`config.mk`:
```
export PLATFORM = sky130hd
export DESIGN_NAME = sac_conv
export DESIGN_NICKNAME = d
export VERILOG_FILES = /design/src/sac_pkg.sv /design/src/sac_conv.sv
export SDC_FILE = /design/constraint.sdc
export NUM_CORES = 1
export LEC_CHECK = 0
export BUFFER_PORTS_ARGS = -buffer_cell sky130_fd_sc_hd__buf_2
export CELL_PAD_IN_SITES_DETAIL_PLACEMENT = 0
export CELL_PAD_IN_SITES_GLOBAL_PLACEMENT = 1
export CORE_ASPECT_RATIO = 1.5
export CORE_UTILIZATION = 55
export DETAILED_ROUTE_END_ITERATION = 10
export PLACE_DENSITY_LB_ADDON = 0.1
export SLEW_MARGIN = 25
export SYNTH_ARGS = -nofsm -noshare
export SYNTH_HDL_FRONTEND = slang
export SYNTH_SLANG_ARGS = --single-unit
```
`constraint.sdc`:
```
create_clock -name clk_i -period 5.2 [get_ports clk_i]
set_input_delay 0.52 -clock clk_i [delete_from_list [all_inputs] [get_ports clk_i]]
set_output_delay 0.52 -clock clk_i [all_outputs]
set_load 0.02 [all_outputs]
```
`src/sac_pkg.sv`:
```
// Constants, types and timing counts shared by the conversion control logic.
// Assumes a 100 MHz system clock; every time is given in ns, and all but the start minimum are converted here.
package sac_pkg;

	// System clock period.
	localparam int CLK_PERIOD_NS = 10;

	// Resolution of a full conversion and the width of the step counter.
	localparam int RES_BITS = 12;
	localparam int STEP_W = 4;

	// Start pulse minimum width, kept for reference by the host side.
	localparam int START_MIN_NS = 100;

	// Clock-out pulse width; a least time, so it rounds up.
	localparam int CLKOUT_PULSE_NS = 100;
	localparam int CLKOUT_PULSE_CYC = (CLKOUT_PULSE_NS + CLK_PERIOD_NS - 1) / CLK_PERIOD_NS;

	// Internal clock periods at the base rate of each model; longest times, so they round down.
	localparam int PER_SLOW_12_NS = 1667;
	localparam int PER_FAST_12_NS = 667;
	// Longest truncated conversion times for each model.
	localparam int CONV_SLOW_10_NS = 15000;
	localparam int CONV_SLOW_8_NS = 10000;
	localparam int CONV_FAST_10_NS = 6000;
	localparam int CONV_FAST_8_NS = 4000;
	// Cycles kept for the truncating step's pulse, the stop and the hand-off.
	// The short-cycle tie is only seen a few clocks into that step, so its time must be budgeted.
	localparam int STOP_SLACK_CYC = 16;
	localparam int PER_SLOW_12_CYC = PER_SLOW_12_NS / CLK_PERIOD_NS;
	localparam int PER_SLOW_10_CYC = (CONV_SLOW_10_NS / CLK_PERIOD_NS - STOP_SLACK_CYC) / 10;
	localparam int PER_SLOW_8_CYC = (CONV_SLOW_8_NS / CLK_PERIOD_NS - STOP_SLACK_CYC) / 8;
	localparam int PER_FAST_12_CYC = PER_FAST_12_NS / CLK_PERIOD_NS;
	localparam int PER_FAST_10_CYC = (CONV_FAST_10_NS / CLK_PERIOD_NS - STOP_SLACK_CYC) / 10;
	localparam int PER_FAST_8_CYC = (CONV_FAST_8_NS / CLK_PERIOD_NS - STOP_SLACK_CYC) / 8;
	localparam int PER_W = 8;

	// Result buffer depth.
	localparam int FIFO_DEPTH = 8;

	// Rate-select strap: grounded, tied to logic supply, tied to analog supply.
	typedef enum logic [1:0] {SAC_RATE_GND, SAC_RATE_LOGIC, SAC_RATE_ANALOG} sac_rate_e;

	// Output coding strap.
	typedef enum logic [1:0] {SAC_CODE_UNI, SAC_CODE_OFFSET, SAC_CODE_TWOS} sac_code_e;

	// One finished conversion as it travels through the buffer.
	typedef struct packed {
		logic [RES_BITS-1:0] code;
		logic [STEP_W-1:0] nbits;
	} sac_result_s;

	localparam int RESULT_W = RES_BITS + STEP_W;

endpackage

```
`src/sac_conv.sv`:
```
// Conversion control of a 12-bit successive-approximation converter, with a result buffer.
// Assumes start, comparator, short-cycle and straps come from outside clk_i's domain.
`timescale 1ns/1ps

// Plain first-word-fall-through FIFO; width and depth shape its storage.
module sac_fifo #(
	parameter int WIDTH = 16,
	parameter int DEPTH = 8
) (
	input wire logic clk_i,
	input wire logic rst_i,
	input wire logic in_valid_i,
	output logic in_ready_o,
	input wire logic [WIDTH-1:0] in_data_i,
	output logic out_valid_o,
	input wire logic out_ready_i,
	output logic [WIDTH-1:0] out_data_o
);
	localparam int AW = $clog2(DEPTH);

	logic [WIDTH-1:0] mem_r [DEPTH];
	logic [AW:0] wr_ptr_r;
	logic [AW:0] rd_ptr_r;
	logic full;
	logic empty;

	// One spare pointer bit tells full from empty.
	assign full = (wr_ptr_r[AW] != rd_ptr_r[AW]) && (wr_ptr_r[AW-1:0] == rd_ptr_r[AW-1:0]);
	assign empty = (wr_ptr_r == rd_ptr_r);
	assign in_ready_o = !full;
	assign out_valid_o = !empty;
	assign out_data_o = mem_r[rd_ptr_r[AW-1:0]];

	// Write side.
	always_ff @(posedge clk_i) begin
		if (rst_i) begin
			wr_ptr_r <= '0;
		end else if (in_valid_i && !full) begin
			mem_r[wr_ptr_r[AW-1:0]] <= in_data_i;
			wr_ptr_r <= wr_ptr_r + 1'b1;
		end
	end

	// Read side.
	always_ff @(posedge clk_i) begin
		if (rst_i) begin
			rd_ptr_r <= '0;
		end else if (out_ready_i && !empty) begin
			rd_ptr_r <= rd_ptr_r + 1'b1;
		end
	end
endmodule

module sac_conv import sac_pkg::*; #(
	parameter bit FAST_MODEL = 1'b0,
	parameter int DEPTH = FIFO_DEPTH
) (
	input wire logic clk_i,
	input wire logic rst_i,
	input wire logic start_i,
	input wire logic compare_i,
	input wire logic short_cycle_i,
	input wire logic [1:0] rate_sel_i,
	input wire logic [1:0] coding_i,
	output logic [RES_BITS-1:0] data_o,
	output logic serial_o,
	output logic eoc_o,
	output logic clk_out_o,
	output logic res_valid_o,
	input wire logic res_ready_i,
	output sac_result_s res_data_o
);
	typedef enum logic [1:0] {SAC_IDLE, SAC_CONV, SAC_PUSH} sac_state_e;

	sac_state_e state_r;
	logic start_s1_r, start_s2_r, start_s3_r;
	logic cmp_s1_r, cmp_s2_r;
	logic short_s1_r, short_s2_r;
	logic [1:0] rate_s1_r, rate_s2_r;
	logic [1:0] code_s1_r, code_s2_r;
	logic [RES_BITS-1:0] sar_r;
	logic [STEP_W-1:0] step_r;
	logic [STEP_W-1:0] nbits_r;
	logic [STEP_W-1:0] bitpos;
	logic [PER_W-1:0] phase_r;
	logic [PER_W-1:0] per_max_r;
	logic start_fall;
	logic tick;
	logic fifo_in_ready;
	logic fifo_out_valid;
	logic fifo_out_ready;
	logic [RESULT_W-1:0] fifo_out_data;
	sac_result_s push_data;

	// Internal clock period for the model and rate strap, as a terminal count.
	function automatic logic [PER_W-1:0] per_sel(input logic [1:0] rate);
		logic [PER_W-1:0] p;
		p = PER_W'(FAST_MODEL ? PER_FAST_12_CYC - 1 : PER_SLOW_12_CYC - 1);
		case (rate)
			SAC_RATE_LOGIC: p = PER_W'(FAST_MODEL ? PER_FAST_10_CYC - 1 : PER_SLOW_10_CYC - 1);
			SAC_RATE_ANALOG: p = PER_W'(FAST_MODEL ? PER_FAST_8_CYC - 1 : PER_SLOW_8_CYC - 1);
			default: p = PER_W'(FAST_MODEL ? PER_FAST_12_CYC - 1 : PER_SLOW_12_CYC - 1);
		endcase
		return p;
	endfunction

	// Start, comparator, short-cycle and strap pins pass two flip-flops; the third start stage serves the edge detector and the idle status check.
	always_ff @(posedge clk_i) begin
		if (rst_i) begin
			start_s1_r <= 1'b0;
			start_s2_r <= 1'b0;
			start_s3_r <= 1'b0;
			cmp_s1_r <= 1'b0;
			cmp_s2_r <= 1'b0;
			short_s1_r <= 1'b1;
			short_s2_r <= 1'b1;
			rate_s1_r <= 2'h0;
			rate_s2_r <= 2'h0;
			code_s1_r <= 2'h0;
			code_s2_r <= 2'h0;
		end else begin
			start_s1_r <= start_i;
			start_s2_r <= start_s1_r;
			start_s3_r <= start_s2_r;
			cmp_s1_r <= compare_i;
			cmp_s2_r <= cmp_s1_r;
			short_s1_r <= short_cycle_i;
			short_s2_r <= short_s1_r;
			rate_s1_r <= rate_sel_i;
			rate_s2_r <= rate_s1_r;
			code_s1_r <= coding_i;
			code_s2_r <= code_s1_r;
		end
	end

	// width not policed.
	// A start pulse shorter than one clock may be missed; the host keeps it long enough.
	// falling edge detect.
	assign start_fall = start_s3_r && !start_s2_r;
	assign tick = (state_r == SAC_CONV) && (phase_r == per_max_r);
	assign bitpos = STEP_W'(RES_BITS - 1) - step_r;

	// Conversion sequencer: state, step counter, approximation register.
	always_ff @(posedge clk_i) begin
		if (rst_i) begin
			state_r <= SAC_IDLE;
			step_r <= '0;
			nbits_r <= '0;
			sar_r <= '0;
		end else if (start_fall) begin
			state_r <= SAC_CONV;
			step_r <= '0;
			sar_r <= {1'b1, {(RES_BITS-1){1'b0}}};
		end else begin
			case (state_r)
				SAC_CONV: begin
					if (step_r != '0 && !short_s2_r && phase_r >= PER_W'(CLKOUT_PULSE_CYC)) begin
						// truncated conversion.
						// Stopping once the step's pulse is out keeps the pulse whole and the time short.
						sar_r[bitpos] <= 1'b0;
						nbits_r <= step_r;
						state_r <= SAC_PUSH;
					end else if (tick) begin
						sar_r[bitpos] <= cmp_s2_r;
						if (step_r == STEP_W'(RES_BITS - 1)) begin
							nbits_r <= STEP_W'(RES_BITS);
							state_r <= SAC_PUSH;
						end else begin
							sar_r[bitpos - 1'b1] <= 1'b1;
							step_r <= step_r + 1'b1;
						end
					end
				end
				SAC_PUSH: begin
					// The buffer stalls the handoff here rather than drop a result.
					if (fifo_in_ready) begin
						state_r <= SAC_IDLE;
					end
				end
				SAC_IDLE: begin
					state_r <= SAC_IDLE;
				end
				default: begin
					state_r <= SAC_IDLE;
				end
			endcase
		end
	end

	// bounded conversion time; a full buffer stalls the hand-off with status high, without limit.
	// Period is caught at start so a strap change mid-conversion cannot skew a step.
	always_ff @(posedge clk_i) begin
		if (rst_i) begin
			phase_r <= '0;
			per_max_r <= PER_W'(PER_SLOW_12_CYC - 1);
		end else if (start_fall) begin
			phase_r <= '0;
			per_max_r <= per_sel(rate_s2_r);
		end else if (tick) begin
			phase_r <= '0;
		end else if (state_r == SAC_CONV) begin
			phase_r <= phase_r + 1'b1;
		end
	end

	always_ff @(posedge clk_i) begin
		if (rst_i) begin
			clk_out_o <= 1'b0;
		end else begin
			clk_out_o <= (state_r == SAC_CONV) && !start_fall && (phase_r < PER_W'(CLKOUT_PULSE_CYC));
		end
	end

	always_ff @(posedge clk_i) begin
		if (rst_i) begin
			serial_o <= 1'b1;
		end else if (tick && !(step_r != '0 && !short_s2_r)) begin
			serial_o <= !cmp_s2_r;
		end
	end

	always_ff @(posedge clk_i) begin
		if (rst_i) begin
			data_o <= {RES_BITS{1'b1}};
		end else if (code_s2_r == SAC_CODE_TWOS) begin
			data_o <= {sar_r[RES_BITS-1], ~sar_r[RES_BITS-2:0]};
		end else begin
			data_o <= ~sar_r;
		end
	end

	// status during conversion.
	// Status stays high through reset and drops once the result is handed off, or in the first idle after reset with no conversion yet.
	always_ff @(posedge clk_i) begin
		if (rst_i) begin
			eoc_o <= 1'b1;
		end else if (start_fall || state_r == SAC_CONV) begin
			eoc_o <= 1'b1;
		end else if (state_r == SAC_PUSH && fifo_in_ready) begin
			eoc_o <= 1'b0;
		end else if (state_r == SAC_IDLE && start_s2_r == start_s3_r) begin
			eoc_o <= (nbits_r == '0) ? 1'b0 : eoc_o;
		end
	end

	assign push_data.code = sar_r;
	assign push_data.nbits = nbits_r;

	sac_fifo #(
		.WIDTH(RESULT_W),
		.DEPTH(DEPTH)
	) u_fifo (
		.clk_i(clk_i),
		.rst_i(rst_i),
		.in_valid_i(state_r == SAC_PUSH),
		.in_ready_o(fifo_in_ready),
		.in_data_i(push_data),
		.out_valid_o(fifo_out_valid),
		.out_ready_i(fifo_out_ready),
		.out_data_o(fifo_out_data)
	);

	// Registered output stage so the result port comes straight from flip-flops.
	assign fifo_out_ready = !res_valid_o || res_ready_i;

	always_ff @(posedge clk_i) begin
		if (rst_i) begin
			res_valid_o <= 1'b0;
			res_data_o <= '0;
		end else if (fifo_out_ready) begin
			res_valid_o <= fifo_out_valid;
			res_data_o <= fifo_out_data;
		end
	end
endmodule

```
==> impl_metrics.tcl <==
set metrics [dict create \
    io_pins 42 \
    synth_area_in_adders_pct 2.44 \
    synthSimpleGateAreaFrac_pct 9.88 \
    synth.yosys.warnings 0 \
    max_cap_violations 0 \
    worstHoldStart "short_cycle_i" \
    drive_gt1_share_pct 18.9 \
    crit-reg2reg-launch "u_fifo.rd_ptr_r[0]" \
    globalplace.congestion 0.893 \
    timing.hold.worst_endpoint "short_s1_r" \
    cts_buffer_depth 3 \
    endpoints_failing_hold 0 \
    synthDistinctLibCells 57 \
    globalRouteTotalUtil_pct 21.8 \
    die_y_um 156 \
    min-delay-path-class "in2reg" \
    globalRoute.totalOverflow 0 \
    synthXorXnorAreaFrac_pct 2.11 \
    power_leakage_nw 3.17 \
    crit-reg2reg-capture "u_fifo.mem_r[5][9]" \
    mostFrequentLayoutCell "sky130_fd_sc_hd__edfxtp_1" \
    drc 1 \
    tritoncts.num_buffers 20 \
    synth.largest_area_cell "sky130_fd_sc_hd__edfxtp_1" \
    run_status "finished with violations" \
    worstSetupPathType "reg2reg" \
    setup.worst_path.end_class "register" \
    core_area_mm2 0.0156 \
    placed_cells 840 \
    routed_wire_length_per_instance_um 19.6 \
    syn2layout_area_growth_pct 12.1 \
    cts.hold.buffers_added 0 \
    asyncSetResetFlopFracSynth_pct 0 \
    grt_max_degree 37 \
    die_area_mm2 0.0164 \
    cp.arrival_ps 3210 \
    syn-cell-area_mm2 0.00871 \
    sequential_cell_area_fraction_in_the_yosys_report_pct 64.8 \
    synth_top_flop_cell "sky130_fd_sc_hd__edfxtp_1" \
    timing_worst_slew_pin_value_ps 848 \
    antennaDiodeCount 0 \
    pwr_density_cell_mw_per_mm2 364 \
    fin_crit_ps 3100 \
    layout_common_cells "128 x sky130_fd_sc_hd__edfxtp_1, 89 x sky130_fd_sc_hd__dfxtp_1, 46 x sky130_fd_sc_hd__nor2_1" \
    grt_pass1_vias 4990 \
    synth_top_family_by_area "multiplexers" \
    cts.sink_count 218 \
    rrSetupSlack_ps 2100 \
    min_period_over_period_pct 59.6 \
    timing.final.max_slew_violations 0 \
    setup_slack_ps 2100 \
    finClkSkew_ps 8.41 \
    htree_levels 1 \
    insertion_delay_ps 490 \
    grt_antenna_before_repair 0 \
    dp_worst_setup_slack_ps 1710 \
    cts_setup_buffers 0 \
    nNetsFinal 686 \
    totalWireLength_mm 17.1 \
    num_vias 5065 \
    clock_input_transition_at_the_sequential_cells_of_the_worst_setup_and_hold_paths_ps 60 \
    netlist_top_cells_area "sky130_fd_sc_hd__edfxtp_1 44%, sky130_fd_sc_hd__dfxtp_1 21%, sky130_fd_sc_hd__mux4_2 8.3%, sky130_fd_sc_hd__ha_1 2.4%, sky130_fd_sc_hd__mux2i_1 2.3%" \
    slew_headroom_pct 43.3 \
    rsz0062_at_grt "false" \
    place.port_buffers 41 \
    worst-endpoint-required_ps 5310 \
    synth_compound_area_share_pct 7.74 \
    die_w_um 105 \
    wire_length_of_the_first_global_routing_pass_mm 27.4 \
    total_power_mw 3.55 \
    synth.net_count 651 \
    post_synth_inst_count 624 \
    design_area_mm2 0.00976 \
    cts_tree "built" \
    detail_route.first_pass.iterations 7 \
    ir_drop_mv 0.268 \
    placed_cell_area_mm2 0.00911 \
    max_clock_freq_ghz 0.323 \
    layout.core_utilization_pct 62.7 \
    fin_worst_hold_slack_ps 216 \
    synth_largest_type_area_fraction_pct 44.1 \
    initial_core_utilization_pct 56.0 \
    detail_route.iter0.violations 298 \
    synth.area.mux_share_pct 10.6 \
    min_delay_path_depth 2 \
    route.antenna.remaining_nets 0 \
    critPathLaunchType "register" \
    post_cts_resize_count 0 \
    std_cell_rows 56 \
    fin_setup_tns_ps 0 \
    finalNonFillerCells 876 \
    timing.final.setup_violations 0 \
    syn_area_per_cell_um2 14.0 \
    r2r_cells 5 \
    number_of_enable_flip_flop_cells_after_synthesis 128 \
    worstPathMaxFanout 36 \
    cts_root_buf "sky130_fd_sc_hd__clkbuf_16" \
    routed_via_density 5.78 \
    detailedPlacementHpwl_mm 11.6 \
    violations "DRC" \
    synth_seq_cells 218 \
]
## synth_stat cells, types with 2 or more instances
library cell,instances
sky130_fd_sc_hd__edfxtp_1,128
sky130_fd_sc_hd__dfxtp_1,90
sky130_fd_sc_hd__nor2_1,48
sky130_fd_sc_hd__nand2_1,40
sky130_fd_sc_hd__mux4_2,32
sky130_fd_sc_hd__clkbuf_1,23
sky130_fd_sc_hd__nand3_1,21
sky130_fd_sc_hd__mux2i_1,20
sky130_fd_sc_hd__a211oi_1,18
sky130_fd_sc_hd__ha_1,17
sky130_fd_sc_hd__a21oi_1,15
sky130_fd_sc_hd__inv_1,15
sky130_fd_sc_hd__nor2b_1,15
sky130_fd_sc_hd__o21ai_0,13
sky130_fd_sc_hd__xnor2_1,11
sky130_fd_sc_hd__o211ai_1,10
sky130_fd_sc_hd__xor2_1,10
sky130_fd_sc_hd__buf_2,9
sky130_fd_sc_hd__nand2b_1,9
sky130_fd_sc_hd__nand4_1,8
sky130_fd_sc_hd__o21a_1,8
sky130_fd_sc_hd__nor3_1,7
sky130_fd_sc_hd__a32oi_1,4
sky130_fd_sc_hd__buf_1,4
sky130_fd_sc_hd__or3_1,4
sky130_fd_sc_hd__and3_1,3
sky130_fd_sc_hd__and4_1,3
sky130_fd_sc_hd__a2bb2oi_1,2
sky130_fd_sc_hd__a31oi_1,2
sky130_fd_sc_hd__a41oi_1,2
sky130_fd_sc_hd__nor3_2,2
sky130_fd_sc_hd__o21ai_1,2
sky130_fd_sc_hd__o31a_1,2
sky130_fd_sc_hd__o31ai_1,2
sky130_fd_sc_hd__o41ai_1,2
sky130_fd_sc_hd__or2_2,2
## worst max-delay path, stage by stage (launching register included)
cell and delay (ps):
sky130_fd_sc_hd__dfxtp_2 310, sky130_fd_sc_hd__buf_4 540, sky130_fd_sc_hd__xnor2_1 220, sky130_fd_sc_hd__a41oi_1 600, sky130_fd_sc_hd__nand3_1 340, sky130_fd_sc_hd__nor2_2 700
## flip-flops by register name, indices dropped and copies added (netlist names), 4 cells and up
register,cells
u_fifo.mem_r,128
step_r,4
u_fifo.rd_ptr_r,4
sar_r,12
nbits_r,4
per_max_r,5
u_fifo.wr_ptr_r,4
data_o,12
phase_r,8
res_data_o,16
## cell type report
class                           instances  area, µm²
Fill cell                            1236       5790
Sequential cell                       218       5650
Multi-Input combinational cell        353       2880
Clock buffer                           30        589
Timing Repair Buffer                   50        273
Tap cell                              203        254
Inverter                               16       60.1
Clock inverter                          6       55.1
## how the worst max path moves through the flow
stage	start	end	slack [ps]	cells past startpoint
2_1_floorplan	u_fifo.wr_ptr_r[0]	u_fifo.mem_r[4][0]	2240	5
3_3_place_gp	u_fifo.rd_ptr_r[0]	u_fifo.mem_r[1][9]	1890	5
3_5_place_dp	u_fifo.rd_ptr_r[0]	u_fifo.mem_r[4][11]	1710	5
4_1_cts	u_fifo.rd_ptr_r[0]	u_fifo.mem_r[4][8]	1720	5
5_1_grt	u_fifo.rd_ptr_r[0]	u_fifo.mem_r[4][9]	1730	5
6_report	u_fifo.rd_ptr_r[0]	u_fifo.mem_r[5][9]	2100	5
## routing by layer
layer	part of all wire (%)	track usage [%]	vias to the layer above	wire length, µm
met2	54	40.3	117	9210
met3	3.8	2.51	25	650
met1	41	27.0	2517	6980
li1	-	-	2406	-
met4	1.7	5.70	0	291
met5	0	0	-	0
## cells by family (layout without fill, tap and decap cells)
group	after synthesis	count (layout)
xor gates and xnor gates	21	21
muxes	52	52
adders and majority gates	17	17
DFF	218	218
and+or+nand+nor	171	171
AOI/OAI and AO/OA	92	92
buffers and inverters	53	102
## where the power goes
part           leakage, nW  switching [mW]  internal, mW
combinational        0.977           0.148         0.124
clock                0.313           0.591         0.834
sequential            1.88          0.0181          1.84
total                 3.17           0.757          2.80
Power figures use the tool's default switching activity.
